## config.mk

```make
export PLATFORM = sky130hd
export DESIGN_NAME = lock_delay_and_double_buffer_cfg
export DESIGN_NICKNAME = d
export VERILOG_FILES = /design/src/lock_cfg_pkg.sv /design/src/lock_delay_and_double_buffer_cfg.sv
export SDC_FILE = /design/constraint.sdc
export NUM_CORES = 1
export LEC_CHECK = 0
export ABC_CLOCK_PERIOD_IN_PS = 2700
export BUFFER_PORTS_ARGS = -buffer_cell sky130_fd_sc_hd__buf_2
export CAP_MARGIN = 20
export CORE_ASPECT_RATIO = 0.9
export CORE_UTILIZATION = 30
export CTS_CLUSTER_SIZE = 25
export DETAILED_ROUTE_END_ITERATION = 8
export PLACE_DENSITY_LB_ADDON = 0.2
export SLEW_MARGIN = 20
export SYNTH_ARGS = -nofsm -noshare
export SYNTH_HDL_FRONTEND = slang
export SYNTH_SLANG_ARGS = --single-unit
```

## constraint.sdc

```tcl
create_clock -name clock -period 2.7 [get_ports clock]
set_input_delay 0.135 -clock clock [delete_from_list [all_inputs] [get_ports clock]]
set_output_delay 0.135 -clock clock [all_outputs]
set_load 0.02 [all_outputs]
```

## src/lock_cfg_pkg.sv

```systemverilog
// shared constants and types of the lock delay and double-buffer bank
// assumes a 16-bit register bank behind a 32-bit Avalon-MM slave
package lock_cfg_pkg;

   // ==========================================================
   // bus geometry
   localparam int ADDR_W = 10;
   localparam int DATA_W = 32;
   localparam int REG_W = 16;
   localparam int INDEX_W = 8;
   localparam int NUM_SETTINGS = 6;

   // ==========================================================
   // register indices, byte address is four times the index
   localparam logic [7:0] IDX_MAIN_CONTROL = 8'h00;
   localparam logic [7:0] IDX_LOCK_DETECT_DELAY = 8'h3C;
   localparam logic [7:0] IDX_FIXED_CFG_3D = 8'h3D;
   localparam logic [7:0] IDX_DOUBLE_BUFFER_CONTROL = 8'h3E;
   localparam logic [7:0] IDX_FIXED_CFG_3F = 8'h3F;
   localparam logic [7:0] IDX_FIXED_CFG_40 = 8'h40;
   localparam logic [7:0] IDX_FIXED_CFG_41 = 8'h41;
   localparam logic [7:0] IDX_FIXED_CFG_42 = 8'h42;
   localparam logic [7:0] IDX_FIXED_CFG_43 = 8'h43;
   localparam logic [7:0] IDX_IRQ_STATUS = 8'h50;
   localparam logic [7:0] IDX_IRQ_MASK = 8'h51;
   localparam logic [7:0] IDX_LOCK_STATE = 8'h52;
   // staged settings occupy this index and the five after it
   localparam logic [7:0] IDX_STAGE_BASE = 8'h60;

   // ==========================================================
   // reset values
   localparam logic [15:0] RST_LOCK_DETECT_DELAY = 16'h03E8;
   localparam logic [15:0] RST_FIXED_CFG_3D = 16'h00A8;
   localparam logic [15:0] RST_DOUBLE_BUFFER_CONTROL = 16'h00AF;
   localparam logic [15:0] RST_FIXED_CFG_3F = 16'h0000;
   localparam logic [15:0] RST_FIXED_CFG_40 = 16'h1388;
   localparam logic [15:0] RST_FIXED_CFG_41 = 16'h0000;
   localparam logic [15:0] RST_FIXED_CFG_42 = 16'h01F4;
   localparam logic [15:0] RST_FIXED_CFG_43 = 16'h0000;
   localparam logic [15:0] RST_MAIN_CONTROL = 16'h0000;
   localparam logic [15:0] RST_SETTING = 16'h0000;
   localparam logic [2:0] RST_IRQ = 3'h0;

   // ==========================================================
   // field positions
   localparam int BIT_SOFT_RESET = 1;
   localparam int BIT_LOCK_TYPE = 0;
   localparam int BIT_SHADOW_EN_MODULATOR_ORDER = 15;
   localparam int BIT_SHADOW_EN_INTEGER_DIVIDER = 13;
   localparam int BIT_SHADOW_EN_REF_DOUBLER = 10;
   localparam int IRQ_LOCK_GAINED = 0;
   localparam int IRQ_LOCK_LOST = 1;
   localparam int IRQ_TRANSFER = 2;

   // ==========================================================
   // types
   typedef enum logic [2:0] {
      ST_IDLE = 3'b001,
      ST_COUNT = 3'b010,
      ST_LOCKED = 3'b100
   } lock_state_t;

   typedef struct packed {
      logic [15:0] ref_doubler;
      logic [15:0] ref_multiplier;
      logic [15:0] ref_dividers;
      logic [15:0] integer_divider;
      logic [15:0] frac_numerator;
      logic [15:0] modulator_order;
   } active_settings_t;

   typedef struct packed {
      logic cal_lock;
      logic lock_detect;
   } lock_out_t;

endpackage

```

## src/lock_delay_and_double_buffer_cfg.sv

```systemverilog
// lock delay counter, double-buffered settings and fixed registers
// assumes calibration and phase-detector tick inputs are on clock
`timescale 1ns/1ns
`default_nettype none

module lock_delay_and_double_buffer_cfg (
   input wire logic clock,
   input wire logic rstn,
   input wire logic [lock_cfg_pkg::ADDR_W-1:0] address,
   input wire logic read,
   input wire logic write,
   input wire logic [3:0] byteenable,
   input wire logic [lock_cfg_pkg::DATA_W-1:0] writedata,
   output logic [lock_cfg_pkg::DATA_W-1:0] readdata,
   output logic waitrequest,
   input wire logic osc_calibration_done,
   input wire logic phase_detector_half_tick,
   input wire logic vtune_in_range,
   output lock_cfg_pkg::lock_out_t lock_out,
   output lock_cfg_pkg::active_settings_t active_settings,
   output logic irq
);
   import lock_cfg_pkg::*;

   // ==========================================================
   // bus slave: one wait cycle, then the access completes
   logic served;
   logic wr_fire;
   logic rd_take;
   logic [INDEX_W-1:0] index;
   logic [REG_W-1:0] wmask;
   logic [REG_W-1:0] wval;

   assign index = address[ADDR_W-1:2];
   assign waitrequest = (read | write) & ~served;
   assign wr_fire = write & served;
   assign rd_take = read & ~served;
   assign wmask = {{8{byteenable[1]}}, {8{byteenable[0]}}};
   assign wval = writedata[REG_W-1:0];

   always_ff @(posedge clock or negedge rstn) begin
      if (!rstn) begin
         served <= 1'b0;
      end else begin
         served <= (read | write) & ~served;
      end
   end

   // ==========================================================
   // bank registers
   logic [REG_W-1:0] lock_detect_delay;
   logic [REG_W-1:0] fixed_cfg_3d;
   logic [REG_W-1:0] double_buffer_control;
   logic [REG_W-1:0] fixed_cfg_3f;
   logic [REG_W-1:0] fixed_cfg_40;
   logic [REG_W-1:0] fixed_cfg_41;
   logic [REG_W-1:0] fixed_cfg_42;
   logic [REG_W-1:0] fixed_cfg_43;
   logic [REG_W-1:0] main_control;
   logic soft_reset;
   logic main_write;

   function automatic logic [REG_W-1:0] merge(input logic [REG_W-1:0] old);
      merge = (old & ~wmask) | (wval & wmask);
   endfunction

   assign main_write = wr_fire && index == IDX_MAIN_CONTROL;
   // soft reset acts in the cycle register zero is written
   assign soft_reset = main_write && byteenable[0] && wval[BIT_SOFT_RESET];

   // soft reset bit is self-clearing, only the lock type bit is kept
   always_ff @(posedge clock or negedge rstn) begin
      if (!rstn) begin
         main_control <= RST_MAIN_CONTROL;
      end else if (main_write) begin
         main_control <= merge(main_control) & 16'h0001;
      end
   end

   always_ff @(posedge clock or negedge rstn) begin
      if (!rstn) begin
         lock_detect_delay <= RST_LOCK_DETECT_DELAY;
         fixed_cfg_3d <= RST_FIXED_CFG_3D;
         double_buffer_control <= RST_DOUBLE_BUFFER_CONTROL;
         fixed_cfg_3f <= RST_FIXED_CFG_3F;
         fixed_cfg_40 <= RST_FIXED_CFG_40;
         fixed_cfg_41 <= RST_FIXED_CFG_41;
         fixed_cfg_42 <= RST_FIXED_CFG_42;
         fixed_cfg_43 <= RST_FIXED_CFG_43;
      end else if (soft_reset) begin
         lock_detect_delay <= RST_LOCK_DETECT_DELAY;
         fixed_cfg_3d <= RST_FIXED_CFG_3D;
         double_buffer_control <= RST_DOUBLE_BUFFER_CONTROL;
         fixed_cfg_3f <= RST_FIXED_CFG_3F;
         fixed_cfg_40 <= RST_FIXED_CFG_40;
         fixed_cfg_41 <= RST_FIXED_CFG_41;
         fixed_cfg_42 <= RST_FIXED_CFG_42;
         fixed_cfg_43 <= RST_FIXED_CFG_43;
      end else if (wr_fire) begin
         // fixed values are stored as written; host keeps them right
         case (index)
            IDX_LOCK_DETECT_DELAY: begin
               lock_detect_delay <= merge(lock_detect_delay);
            end
            IDX_FIXED_CFG_3D: begin
               fixed_cfg_3d <= merge(fixed_cfg_3d);
            end
            IDX_DOUBLE_BUFFER_CONTROL: begin
               double_buffer_control <= merge(double_buffer_control);
            end
            IDX_FIXED_CFG_3F: begin
               fixed_cfg_3f <= merge(fixed_cfg_3f);
            end
            IDX_FIXED_CFG_40: begin
               fixed_cfg_40 <= merge(fixed_cfg_40);
            end
            IDX_FIXED_CFG_41: begin
               fixed_cfg_41 <= merge(fixed_cfg_41);
            end
            IDX_FIXED_CFG_42: begin
               fixed_cfg_42 <= merge(fixed_cfg_42);
            end
            IDX_FIXED_CFG_43: begin
               fixed_cfg_43 <= merge(fixed_cfg_43);
            end
            default: begin
            end
         endcase
      end
   end

   // ==========================================================
   // staged and active settings
   logic [NUM_SETTINGS-1:0][REG_W-1:0] stage;
   logic [NUM_SETTINGS-1:0][REG_W-1:0] active;
   logic [NUM_SETTINGS-1:0] shadow_en;
   logic [NUM_SETTINGS-1:0] stage_write;
   logic shadow_en_integer_divider;

   assign shadow_en_integer_divider =
      double_buffer_control[BIT_SHADOW_EN_INTEGER_DIVIDER];

   genvar k;
   generate
      for (k = 0; k < NUM_SETTINGS; k++) begin : g_setting
         if (k < 3) begin : g_plain
            assign shadow_en[k] =
               double_buffer_control[BIT_SHADOW_EN_MODULATOR_ORDER - k];
         end else begin : g_gated
            assign shadow_en[k] = shadow_en_integer_divider &
               double_buffer_control[BIT_SHADOW_EN_MODULATOR_ORDER - k];
         end
         assign stage_write[k] = wr_fire &&
            index == IDX_STAGE_BASE + INDEX_W'(k);

         always_ff @(posedge clock or negedge rstn) begin
            if (!rstn) begin
               stage[k] <= RST_SETTING;
            end else if (stage_write[k]) begin
               stage[k] <= merge(stage[k]);
            end
         end

         always_ff @(posedge clock or negedge rstn) begin
            if (!rstn) begin
               active[k] <= RST_SETTING;
            end else if (stage_write[k] && !shadow_en[k]) begin
               active[k] <= merge(stage[k]);
            end else if (main_write && shadow_en[k]) begin
               active[k] <= stage[k];
            end
         end
      end
   endgenerate

   assign active_settings = active_settings_t'(active);

   // ==========================================================
   // lock delay counter, counts half phase-detector ticks
   lock_state_t state;
   lock_state_t next_state;
   logic [REG_W-1:0] remain;
   logic cal_seen;
   logic cal_rise;
   logic cal_lock;
   logic lock_type_cal_only;
   logic lock_detect;
   logic lock_prev;

   assign cal_rise = osc_calibration_done & ~cal_seen;
   assign cal_lock = state == ST_LOCKED;
   assign lock_type_cal_only = ~main_control[BIT_LOCK_TYPE];

   always_ff @(posedge clock or negedge rstn) begin
      if (!rstn) begin
         cal_seen <= 1'b0;
      end else begin
         cal_seen <= osc_calibration_done;
      end
   end

   always_comb begin
      next_state = state;
      case (state)
         ST_IDLE: begin
            if (cal_rise) begin
               next_state = lock_detect_delay == 16'h0000 ? ST_LOCKED
                                                          : ST_COUNT;
            end
         end
         ST_COUNT: begin
            if (!osc_calibration_done) begin
               next_state = ST_IDLE;
            end else if (phase_detector_half_tick && remain == 16'h0001) begin
               next_state = ST_LOCKED;
            end
         end
         ST_LOCKED: begin
            if (!osc_calibration_done) begin
               next_state = ST_IDLE;
            end
         end
         default: begin
            next_state = ST_IDLE;
         end
      endcase
   end

   always_ff @(posedge clock or negedge rstn) begin
      if (!rstn) begin
         state <= ST_IDLE;
      end else begin
         state <= next_state;
      end
   end

   // delay value is latched at the start; later writes wait a new run
   always_ff @(posedge clock or negedge rstn) begin
      if (!rstn) begin
         remain <= 16'h0000;
      end else if (state == ST_IDLE && cal_rise) begin
         remain <= lock_detect_delay;
      end else if (state == ST_COUNT && phase_detector_half_tick) begin
         remain <= remain - 16'h0001;
      end
   end

   always_ff @(posedge clock or negedge rstn) begin
      if (!rstn) begin
         lock_detect <= 1'b0;
      end else begin
         lock_detect <= cal_lock & (lock_type_cal_only | vtune_in_range);
      end
   end

   always_ff @(posedge clock or negedge rstn) begin
      if (!rstn) begin
         lock_prev <= 1'b0;
      end else begin
         lock_prev <= lock_detect;
      end
   end

   assign lock_out.cal_lock = cal_lock;
   assign lock_out.lock_detect = lock_detect;

   // ==========================================================
   // interrupts: sticky, write one to clear, set wins
   logic [2:0] irq_status;
   logic [2:0] irq_mask;
   logic [2:0] irq_event;
   logic [2:0] irq_clear;

   assign irq_event[IRQ_LOCK_GAINED] = lock_detect & ~lock_prev;
   assign irq_event[IRQ_LOCK_LOST] = ~lock_detect & lock_prev;
   assign irq_event[IRQ_TRANSFER] = main_write & (|shadow_en);
   assign irq_clear = (wr_fire && index == IDX_IRQ_STATUS && byteenable[0])
                      ? wval[2:0] : 3'h0;

   always_ff @(posedge clock or negedge rstn) begin
      if (!rstn) begin
         irq_status <= RST_IRQ;
      end else begin
         irq_status <= (irq_status & ~irq_clear) | irq_event;
      end
   end

   always_ff @(posedge clock or negedge rstn) begin
      if (!rstn) begin
         irq_mask <= RST_IRQ;
      end else if (wr_fire && index == IDX_IRQ_MASK && byteenable[0]) begin
         irq_mask <= wval[2:0];
      end
   end

   assign irq = |(irq_status & irq_mask);

   // ==========================================================
   // read mux, unmapped indices read zero
   logic [REG_W-1:0] rd_value;

   always_comb begin
      rd_value = 16'h0000;
      case (index)
         IDX_MAIN_CONTROL: rd_value = main_control;
         IDX_LOCK_DETECT_DELAY: rd_value = lock_detect_delay;
         IDX_FIXED_CFG_3D: rd_value = fixed_cfg_3d;
         IDX_DOUBLE_BUFFER_CONTROL: rd_value = double_buffer_control;
         IDX_FIXED_CFG_3F: rd_value = fixed_cfg_3f;
         IDX_FIXED_CFG_40: rd_value = fixed_cfg_40;
         IDX_FIXED_CFG_41: rd_value = fixed_cfg_41;
         IDX_FIXED_CFG_42: rd_value = fixed_cfg_42;
         IDX_FIXED_CFG_43: rd_value = fixed_cfg_43;
         IDX_IRQ_STATUS: rd_value = {13'h0000, irq_status};
         IDX_IRQ_MASK: rd_value = {13'h0000, irq_mask};
         IDX_LOCK_STATE: rd_value = {11'h000, state, lock_detect, cal_lock};
         default: begin
            if (index >= IDX_STAGE_BASE &&
                index < IDX_STAGE_BASE + INDEX_W'(NUM_SETTINGS)) begin
               rd_value = stage[3'(index - IDX_STAGE_BASE)];
            end
         end
      endcase
   end

   always_ff @(posedge clock or negedge rstn) begin
      if (!rstn) begin
         readdata <= 32'h0000_0000;
      end else if (rd_take) begin
         readdata <= {16'h0000, rd_value};
      end
   end
endmodule // lock_delay_and_double_buffer_cfg

`default_nettype wire

```

# ---- Word level (Yosys, flattened, before mapping)
# Cells that the tools add are included.
dict set report classes {
  addsub 2
  order_cmp 3
  n_eq_ne 24
  muxes 49
  n_bitwise 54
  reduce_logical 64
}
# cell n
set op_table {}
lappend op_table {{16-bit 2-to-1 mux} 40}
lappend op_table {{16-bit bitwise AND} 15}
lappend op_table {{16-bit OR} 14}
lappend op_table {{16-bit case mux with 12 select lines} 1}
lappend op_table {{8-bit by 7-bit == test with 1-bit output, second input constant} 13}
lappend op_table {{16-bit binary-select mux with 3-bit select} 1}
lappend op_table {{8-bit by 6-bit == test with 1-bit output, second input constant} 4}
lappend op_table {{2-bit nonzero test} 16}
lappend op_table {{1-bit logical AND} 29}
lappend op_table {{3-bit 2-to-1 mux} 6}
lappend op_table {{16-bit by 1-bit == test with 1-bit output, second input constant} 1}
lappend op_table {{16-bit zero test} 1}
lappend op_table {{16-bit inverter} 1}
lappend op_table {{2-bit AND reduction} 8}
lappend op_table {{16-bit by 1-bit subtractor with 16-bit output, second input constant} 1}
lappend op_table {{1-bit bitwise AND} 12}
lappend op_table {{3-bit case mux with 3 select lines} 1}
lappend op_table {{8-bit by 7-bit greater-or-equal comparator with 1-bit output, second input constant} 1}
lappend op_table {{8-bit zero test} 1}
lappend op_table {{8-bit by 7-bit < comparator with 1-bit output, second input constant} 1}
lappend op_table {{3-bit bitwise AND} 2}
lappend op_table {{1-bit zero test} 6}
lappend op_table {{6-bit OR reduction} 1}
lappend op_table {{1-bit inverter} 5}
lappend op_table {{other kinds (12)} 15}
dict set report word_totals {
  register_bits 366
  in_bits 53
  output_inout_bits 132
  wordCells 226
}

# ---- Depth between registers and ports, before layout
# Gate-level depths: netlist of the first run.
dict set report logic_depth {
  depth_word 7
  mapped_depth 9
  ltp_nobuf 6
}

# ---- Worst setup path before layout of the first run
# No wires, ideal clock.
dict set report synth_timing {
  kind {input to register}
  start {in address[2] (netlist name)}
  end {reg active, in the netlist active_settings[87]}
  setup_time_ns 0.126
  t_arrival_ns 1.931
  required_time_ns 2.574
  path_slack_ns 0.643
  path_stages 8
  n_path_buf 3
  path_cell_list {buf_6 or4_4 buf_6 nor4_4 nand2_1 a21boi_4 buf_6 a221o_1}
}
dict set report synth_between {
  elab_chain_len 4
  elab_cells_between_ends 8
  classes_between {eq/ne (1); mux (1); reduce/logical (6)}
}
# element line
set synth_lines {}
lappend synth_lines {{from (decl)} lock_delay_and_double_buffer_cfg.sv:9} ;# input wire logic [lock_cfg_pkg::ADDR_W-1:0] address,
lappend synth_lines {{8-bit by 7-bit == test with 1-bit output or 8-bit zero test (tied branches)} {lock_delay_and_double_buffer_cfg.sv:154, lock_delay_and_double_buffer_cfg.sv:67}}
lappend synth_lines {{1-bit logical AND (on tied branches)} {lock_delay_and_double_buffer_cfg.sv:153, lock_delay_and_double_buffer_cfg.sv:67}}
lappend synth_lines {{1-bit logical AND (on tied branches)} {lock_delay_and_double_buffer_cfg.sv:167, lock_delay_and_double_buffer_cfg.sv:169}}
lappend synth_lines {{16-bit 2-to-1 mux or 2-bit nonzero test (tied branches)} n/a}
lappend synth_lines {{to (signal, indexed assignment)} lock_delay_and_double_buffer_cfg.sv:168} ;# active[k] <= merge(stage[k]);
lappend synth_lines {{to (signal, indexed assignment)} lock_delay_and_double_buffer_cfg.sv:170} ;# active[k] <= stage[k];
lappend synth_lines {{to (decl)} lock_delay_and_double_buffer_cfg.sv:135} ;# logic [NUM_SETTINGS-1:0][REG_W-1:0] active;
# Several ways; a longest one is shown, not always the timed one.
# A chain may end at the register's enable or synchronous reset.

# ---- Worst setup path after layout of the first run
dict set report layout_timing {
  start {reg served}
  end {reg active, in the netlist active_settings[3]}
}
dict set report layout_between {
  elab_chain_len 4
  elab_cells_between_ends 7
  classes_between {mux (1); bitwise (1); reduce/logical (5)}
}
# element line
set layout_lines {}
lappend layout_lines {{from (decl)} lock_delay_and_double_buffer_cfg.sv:27} ;# logic served;
lappend layout_lines {{from (signal assigned)} lock_delay_and_double_buffer_cfg.sv:45} ;# served <= (read | write) & ~served;
lappend layout_lines {{1-bit bitwise AND (*)} lock_delay_and_double_buffer_cfg.sv:36} ;# assign wr_fire = write & served;
lappend layout_lines {{1-bit logical AND (on tied branches)} {lock_delay_and_double_buffer_cfg.sv:153, lock_delay_and_double_buffer_cfg.sv:67}}
lappend layout_lines {{1-bit logical AND (on tied branches)} {lock_delay_and_double_buffer_cfg.sv:167, lock_delay_and_double_buffer_cfg.sv:169}}
lappend layout_lines {{16-bit 2-to-1 mux or 2-bit nonzero test (tied branches)} n/a}
# Mark *: on every way between the ends. The rest lies on a longest branch, timed or not.

==> results by group, run 1 <==
Floorplan
  – Starting Density: 0.304
  – Die width: 256 um
  – Placeable core area: between 50,000 and 60,000 um^2
  – FP Rows: 83
  – Die height: about 230 um
  – Top-Level Pins: 185
  – Die footprint: 59,000 um^2

Timing
  – Fmax: about 0.43 GHz
  – Worst slew pin tran: 1.02 ns
  – RSZ-0062 raised after global routing: no
  – Post-route setup TNS: 0 ns
  – Hold slack: 0.0283 ns
  – Period minus WS final: 2.33 ns
  – Relative slew slack: 0.319
  – Endpoints failing hold: 0
  – Final Cycle Share: 0.862
  – Post-route worst setup slack: 0.374 ns
  – Worst clock skew: 0.0265 ns
  – Setup violators final: 0
  – Slew Limit Fails: 0

Pwr
  – P per Cell Area: 583 nW/um^2
  – Power, Total: 12.0 mW
  – Worst vdd ir: roughly 370 uV
  – Leak: 10.1 nW

Synthesis
  – Most used DFF post-synth: dfrtp_1
  – Mapped cell area: 17,400 um^2
  – Synth warn: 0
  – Asr flop ratio synth: 1.00
  – Synth area leader: dfrtp_1
  – Top area cells in the synthesized netlist: dfrtp_1 49%, mux2i_1 6.2%, mux2_2 5.6%, mux4_2 4.9%, dfstp_2 4.1%
  – Yosys top cell area share: 0.487
  – Cell variety after synth: 75
  – Post-synth EDFFs: 0
  – Mean Syn Cell Area: 11.4 um^2
  – Proportion of synthesized chip area in sequential cells: 0.528
  – Post-Syn Instances: 1,528
  – FF+latch count, synth: 366

Setup path
  – Reg-to-reg critical path startpoint: served
  – R2R Path End: active_settings[3]
  – Worst path required time: 3.19 ns
  – Setup CP Type: register to register
  – Reg2Reg Depth: 6
  – Crit start category: register
  – Worst-path fanout max: 16
  – Critical Path AT: 2.82 ns
  – CP Capture Type: register
  – Reg2Reg Setup Slack: 0.37 ns

Clocking
  – Htree depth: 2
  – Clock latency on the worst-skew pair: about 0.55 ns
  – Post-CTS sizing: 0
  – Count of hold-fix buffers inserted at cts: 5
  – Post-CTS setup buffers: 0
  – CTS Sinks: 366
  – Clock Path Buffers: 3
  – CTS tree: done
  – Clk slew on worst S/H paths: 0.06 ns
  – CTS buffer count: 40
  – Root buf cell: clkbuf_16

Route
  – Avg WL per Cell: 23.9 um
  – DR DRC count: 0
  – Via density: approximately 5.4
  – Total wire length: 59,900 um
  – DRT antenna net count: 0
  – Via count: 13,600
  – Initial drt markers: 1,235
  – 1st-pass router iterations: 7

Outcome
  – Status: completed

Placed design
  – Cells after DPL: between 2,000 and 2,500
  – Port buffer count: 148
  – Hpwl dp: 43,500 um
  – Worst slack, placed: 0.216 ns
  – Placed cell areas: 19,300 um^2
  – Final Wtd Congestion: around 0.87

Hold path
  – Endpoint, Worst Hold: state[2]
  – Min-delay src: phase_detector_half_tick
  – Type of the tightest min-delay check: input port to register
  – Hold depth: 5

Layout
  – Final Cell Area: roughly 21,000 um^2
  – Most common cell after layout, fill and taps aside: dfrtp_1
  – Final core utilization: 0.360
  – Filler cells: 5,694
  – Number of nets in the layout: ~1,800
  – Finished Layout Cells: about 2,500
  – Area grow syn2layout: 18.3%
  – Share of cells above drive strength 1: 0.267
  – Commonest cells after routing, fill and taps aside: 339 x dfrtp_1, 147 x nor2_1, 146 x buf_2, 142 x nand2_1, 108 x mux2i_1

Run
  – Max-cap violations: 0

Global route
  – Global route overflow: 0
  – Initial antenna violation count: 2
  – Vias in the first global route: 13,600
  – GRT Resource Usage Total: 0.203
  – Largest net degree at the start of global routing: 61
  – First-pass GRT wire length: slightly above 90,000 um
registers in the layout, indices dropped and copies added, names as in the netlist, 3 cells and up, named ones only:
signal and flops:
double_buffer_control 15, fixed_cfg_42 16, fixed_cfg_3f 16, fixed_cfg_41 16, active_settings 96, fixed_cfg_43 16
lock_detect_delay 16, state 3, irq_status 3, readdata 16, remain 16, fixed_cfg_3d 16
irq_mask 3, stage 96, fixed_cfg_40 16
routing by layer:
metal / vias to the layer above / track usage / routed length, um
met3: 64 / 0.0343 / 3800
met5: - / 0 / 0
li1: 5993 / - / -
met1: 7100 / 0.309 / 28900
met2: 424 / 0.297 / 26100
met4: 0 / 0.0443 / 1010
Yosys cell counts (3+ instances only):
cell type and count:
a21o_1 5, a21oi_1 20, a221o_1 56, a221oi_1 3, a222oi_1 7, a22o_1 31
a22oi_1 17, a2bb2oi_1 4, a31oi_1 8, and2_1 7, and3_1 11, buf_1 7
buf_2 20, buf_4 18, buf_6 6, clkbuf_1 64, dfrtp_1 339, dfstp_2 27
inv_1 49, mux2_2 87, mux2i_1 108, mux4_2 38, nand2_1 142, nand2b_1 9
nand3_1 21, nand4_1 16, nor2_1 147, nor2b_1 6, nor3_1 19, nor3_2 3
nor3b_1 3, nor4_1 12, o211ai_1 8, o21ai_0 62, o21ai_1 10, o221a_2 5
o22a_1 15, o22ai_1 41, o2bb2ai_1 11, o311ai_0 6, or3_1 10, or4_1 4
cell families (layout without fill, tap and decap cells):
group,Yosys count,count (layout),share of synthesized area
xor+xnor,2,2,0.00101
simple gates,429,429,0.116
other cells,1,17,0.000215
compound gates,328,328,0.142
fa+ha+maj,2,2,0.00144
buf+inv,167,358,0.0440
mux,233,233,0.167
flops,366,366,0.528
worst max-delay path by stage:
stage                     from                  end  slack (ns)  cells after the start
finish                  served   active_settings[3]        0.37                      6
global route         remain[6]           remain[14]        0.13                      5
global placement    address[5]  active_settings[33]        0.24                      7
detailed placement  address[5]  active_settings[33]        0.22                      7
floorplan           address[2]  active_settings[87]        0.64                      8
CTS                  remain[6]           remain[14]        0.39                      5
critical path, cell delays in order (launching register included):
cell,delay [ns]
dfrtp_1,0.42
and2_1,0.21
buf_4,0.26
nand4_2,0.39
nor2_1,0.63
a22o_1,0.22
a22o_1,0.12
where the power goes:
group	switching [mW]	internal (mW)
combinational	0.659	0.304
sequential	0.123	5.62
clock	2.27	3.04
total	3.05	8.97
area by class of cell:
class                      instances  area, um^2  share of cell area
sequential                       366        9190               0.446
multi-input combinational       1010        7520               0.365
timing repair buffer             236        1500              0.0729
clock buffer                      64        1160              0.0564
tap                              765         957              0.0465
inverter                          51         191             0.00929
clock inverter                     7        77.6             0.00376
antenna                            1        2.50            0.000121
No activity file was read; power rests on OpenSTA's default activity.
==> run 2: changes to the inputs <==
Settings changed: ABC_CLOCK_PERIOD_IN_PS 2700 to 2600, CORE_UTILIZATION 30 to 40.
Clock period 2.7 ns to 2.6 ns, I/O delays scaled along.
==> run 2 against run 1 <==
  * Global-route usage rose by 5.2 points
  * Power grew 6.6%
  * Sequential share of layout area up 0.27 points
  * Clock skew decreased by 0.0097 ns
  * Maximum frequency down 0.38%
  * Via count up 0.31%
  * Largest power group unchanged
  * Non-clock buffer count down 3
  * Register-to-register slack got worse by 0.11 ns
==> results by group, run 2 (synthesized netlist as in run 1, its figures left out) <==
Layout
  – Finished Layout Cells: 2,292
  – Area grow syn2layout: 17.6%
  – Register area: 9190 um^2
  – Commonest cells after routing, fill and taps aside: 339 x dfrtp_1, 147 x nor2_1, 146 x buf_2, 142 x nand2_1, 108 x mux2i_1
  – Most common cell after layout, fill and taps aside: dfrtp_1
  – Share of cells above drive strength 1: 0.270
  – Number of nets in the layout: 1,758
  – Area of the multi-input gates: 7520 um^2
  – Filler cells: 3,916

Floorplan
  – Placeable core area: 43,000 um^2
  – Top-Level Pins: 185
  – Die footprint: 44,400 um^2
  – Die width: 222 um
  – Die height: about 200 um
  – Starting Density: 0.405
  – FP Rows: 72

Timing
  – Endpoints failing hold: 0
  – Hold slack: 0.0391 ns
  – Relative slew slack: 0.324
  – Fmax: 0.428 GHz
  – Worst slew pin tran: 1.01 ns
  – Final Cycle Share: 0.898
  – Setup violators final: 0
  – Slew Limit Fails: 0
  – Worst clock skew: 0.0169 ns
  – Post-route setup TNS: 0 ns
  – Period minus WS final: 2.34 ns
  – RSZ-0062 raised after global routing: no

Clocking
  – CTS Sinks: ~370
  – Clock latency on the worst-skew pair: 0.55 ns
  – Root buf cell: clkbuf_16
  – CTS tree: done
  – Htree depth: 2
  – Clk slew on worst S/H paths: 0.06 ns
  – CTS buffer count: 41
  – Clock Path Buffers: 3
  – Post-CTS setup buffers: 0

Route
  – 1st-pass router iterations: 6
  – Total wire length: between 50,000 and 60,000 um
  – Via count: 13,600
  – DRT antenna net count: 0
  – Via density: 5.94
  – DR DRC count: 0
  – Avg WL per Cell: 24.2 um
  – Initial drt markers: 1,333

Pwr
  – Worst vdd ir: 447 uV
  – P per Cell Area: roughly 630 nW/um^2
  – Power, Total: ~13 mW
  – Leak: about 10 nW

Global route
  – Met1 track demand over resource: 0.378
  – Met2 Use GR: 0.386
  – Vias in the first global route: between 10,000 and 15,000
  – Met3 Use GR: 0.0433
  – First-pass GRT wire length: ~85,000 um
  – GRT busiest layer: met2
  – Initial antenna violation count: 1
  – Largest net degree at the start of global routing: 80
  – Global route overflow: 0
  – GRT Resource Usage Total: 0.254

Setup path
  – Max stage delay cell, worst path: a21boi_0
  – Max incr delay on CP: roughly 0.74 ns
  – Critical Path AT: 2.80 ns
  – Setup CP Type: register to register
  – Cell repeated most along the worst path: buf_4
  – Worst path required time: 3.07 ns
  – Crit start category: register
  – CP Capture Type: register
  – Worst-path fanout max: 8
  – CP Cell Sequence: nand2_1, buf_4, nor4_1, buf_4, a21boi_0, o22ai_1, nor2_1

Hold path
  – Type of the tightest min-delay check: input port to register

Placed design
  – Port buffer count: between 100 and 150
  – Final Wtd Congestion: slightly above 0.9
  – Hpwl dp: 40,100 um
  – Cells after DPL: 2,209

Outcome
  – Status: completed

Run
  – Max-cap violations: 0
run 2: report_power, final:
part / leakage (nW) / total [mW] / switching (mW) / internal, mW
Combinational: 4.58 / 0.981 / 0.662 / 0.318
Sequential: 4.95 / 5.95 / 0.119 / 5.83
Clock: 0.677 / 5.88 / 2.37 / 3.51
run 2: routing by layer:
layer	up-vias	wire length (um)
li1	5991	-
met1	7008	26300
met2	559	24400
met3	65	3780
met4	0	1100
met5	-	0
run 2: path summary, 6_finish.rpt:
kind / start / cells past startpoint / endpoint / slack [ns]
max reg2reg: served / 7 / active_settings[13] / 0.26
min in group asynchronous: rstn / 2 / fixed_cfg_43[14] / 0.20
min: writedata[6] / 3 / fixed_cfg_3f[6] / 0.04
max in group asynchronous: rstn / 3 / stage[55] / 1.54
min reg2reg: lock_prev / 1 / irq_status[0] / 0.45
max: served / 7 / active_settings[13] / 0.26
run 2: what timing repair did:
action,CTS,global route
endpoints found under the hold margin,79,0
hold buffers,6,0
gates resized for setup,0,0
setup endpoints to repair,0,0
run 2: worst max-delay path: cells and delay by family, from the launching register on:
family,cells,cell delay [ns]
AOI/OAI and AO/OA,2,0.91
and+or+nand+nor,3,0.51
DFF,1,0.44
buffers and inverters,2,0.40
run 2: layout make-up:
cell class / instances / area share
Sequential cell: 366 / 0.449
Antenna cell: 1 / 0.000122
Multi-Input combinational cell: 1010 / 0.367
Timing Repair Buffer: 233 / 0.0736
Inverter: 51 / 0.00935
Tap cell: 555 / 0.0339
Clock inverter: 7 / 0.00330
Clock buffer: 69 / 0.0637
run 2: per-stage QoR:
stage	setup slack, ns	area (um^2)	utilization
2_1_floorplan	0.548	17500	-
3_3_place_gp	0.0224	19000	0.443
3_5_place_dp	0.0117	19000	0.443
4_1_cts	0.362	20500	0.477
5_1_grt	0.174	20500	0.477
6_report	0.265	20500	0.477
==> run 3: changes to the inputs <==
==> constraint.sdc (replaced) <==
create_clock -name clock -period 2.6 [get_ports clock]
set_input_delay 0.39 -clock clock [delete_from_list [all_inputs] [get_ports clock]]
set_output_delay 0.39 -clock clock [all_outputs]
set_load 0.02 [all_outputs]
==> run 3 against run 2 <==
  * Sequential cell count did not move
  * Non-clock buffer count rose by 21
  * Maximum frequency rose by 5.0%
  * Sequential share of layout area barely moved
  * Final area barely moved
  * Utilization barely moved
  * Sequential power barely moved
  * Largest power group unchanged
  * Combinational power rose by 0.7%
  * Critical path type unchanged
  * First-iteration DRC count rose by 1.1%
  * Count of clock-buffer cells in the layout fell by 8
==> results by group, run 3 (synthesized netlist as in run 1, its figures left out) <==
Outcome
  – Status: completed

Timing
  – Endpoints failing hold: 0
  – Post-route worst setup slack: around 0.38 ns
  – Period minus WS final: 2.22 ns
  – Final Cycle Share: 0.856
  – Relative slew slack: 0.325
  – Setup violators final: 0
  – Slew Limit Fails: 0
  – RSZ-0062 raised after global routing: no
  – Worst clock skew: 0.0243 ns
  – Worst slew pin tran: 1.00 ns
  – Fmax: about 0.45 GHz

Floorplan
  – Placeable core area: 43,000 um^2
  – Top-Level Pins: 185
  – Die width: 222 um
  – FP Rows: 72
  – Die height: approximately 200 um
  – Starting Density: 0.405
  – Die footprint: 44,400 um^2

Pwr
  – Leak: between 10 and 15 nW
  – Worst vdd ir: 447 uV
  – P per Cell Area: 605 nW/um^2

Setup path
  – CP Capture Type: register
  – Setup CP Type: register to register
  – Max incr delay on CP: 0.39 ns
  – Worst-path fanout max: 17
  – Critical Path AT: 2.66 ns
  – CP Cell Sequence: nand2_1, buf_4, nor3_2, buf_4, nand2_1, mux2_2
  – Worst path required time: 3.04 ns
  – Crit start category: register
  – Reg2Reg Setup Slack: around 0.38 ns
  – Max stage delay cell, worst path: dfrtp_1

Layout
  – Number of nets in the layout: 1,778
  – Share of cells above drive strength 1: 0.280
  – Final Cell Area: 20,500 um^2
  – Area grow syn2layout: 17.6%
  – Antenna Cells: 0
  – Finished Layout Cells: 2,307
  – Commonest cells after routing, fill and taps aside: 339 x dfrtp_1, 147 x nor2_1, 146 x buf_2, 142 x nand2_1, 108 x mux2i_1
  – Most common cell after layout, fill and taps aside: dfrtp_1

Clocking
  – CTS Sinks: approximately 370
  – Post-CTS setup buffers: 0
  – Clk slew on worst S/H paths: 0.06 ns
  – Htree depth: 2
  – CTS buffer count: 40
  – Clock latency on the worst-skew pair: 0.55 ns
  – CTS tree: done
  – Root buf cell: clkbuf_16
  – Clock Path Buffers: 3

Global route
  – First-pass GRT wire length: slightly below 90,000 um
  – Vias in the first global route: 13,800
  – Global route overflow: 0
  – Largest net degree at the start of global routing: 93
  – Initial antenna violation count: 1
  – GRT Resource Usage Total: 0.256

Placed design
  – Hpwl dp: 40,400 um
  – Worst slack, placed: -0.0421 ns
  – Cells after DPL: 2,235
  – Placed cell areas: 19,200 um^2
  – Final Wtd Congestion: 0.899
  – Port buffer count: 148

Route
  – Avg WL per Cell: 24.3 um
  – DRT antenna net count: 0
  – Initial drt markers: around 1,300
  – Total wire length: 56,100 um
  – Via density: 5.95
  – 1st-pass router iterations: 7
  – Via count: 13,700
  – DR DRC count: 0

Hold path
  – Type of the tightest min-delay check: input port to register

Run
  – Max-cap violations: 0
## run 3: what timing repair did
action	in CTS	in global routing
hold buffers	1	0
hold endpoints to repair	40	0
resized for setup	0	0
setup endpoints to repair	0	0
## run 3: through the flow
| stage | hold WS [ns] | utilization | power [mW] | setup TNS (ns) |
|---|---|---|---|---|
| final | 0.0231 | 0.477 | 12.4 | 0 |
| after global routing | 0.0199 | 0.477 | 12.8 | 0 |
| after CTS | 0.000936 | 0.477 | 12.5 | 0 |
| after detailed placement | 0.376 | 0.447 | 7.04 | -0.276 |
| after global placement | 0.380 | 0.447 | 7.02 | 0 |
| after floorplan | 0.0944 | - | 6.56 | 0 |
## run 3: critical path: cells and delay by family (launching register included)
| kind | cells | cell delay (ns) |
|---|---|---|
| flops | 1 | 0.39 |
| buf+inv | 2 | 0.55 |
| mux | 1 | 0.39 |
| simple gates | 3 | 0.77 |
## run 3: worst paths after layout
| check | from | to | cells after the start |
|---|---|---|---|
| max in group asynchronous | rstn | stage[21] | 3 |
| worst max-delay path | served | stage[7] | 6 |
| worst min-delay path | osc_calibration_done | cal_seen | 1 |
| min in group asynchronous | rstn | fixed_cfg_43[13] | 2 |
| worst max register to register | served | stage[7] | 6 |
| worst min register to register | lock_prev | irq_status[0] | 1 |
## run 3: layer usage
layer,wire length [um],part of all wire,GRT usage,vias to the layer above
li1,-,-,-,6012
met5,0,0,0,-
met3,3800,0.068,0.0461,75
met4,1150,0.020,0.0669,0
met1,26200,0.47,0.375,7131
met2,25000,0.45,0.392,505
## run 3: final cells by class
class	instances	area (um^2)
Sequential cell	366	9190
Timing Repair Buffer	254	1640
Clock buffer	61	1180
Clock inverter	10	65.1
Tap cell	555	694
Inverter	51	191
Multi-Input combinational cell	1010	7520
Fill cell	3945	22500
## run 3: power breakdown
group | switching, mW | total, mW | internal, mW | leakage, nW
clock network | 2.33 | 5.46 | 3.13 | 0.621
registers | 0.118 | 5.95 | 5.84 | 4.95
logic | 0.672 | 0.988 | 0.316 | 4.68
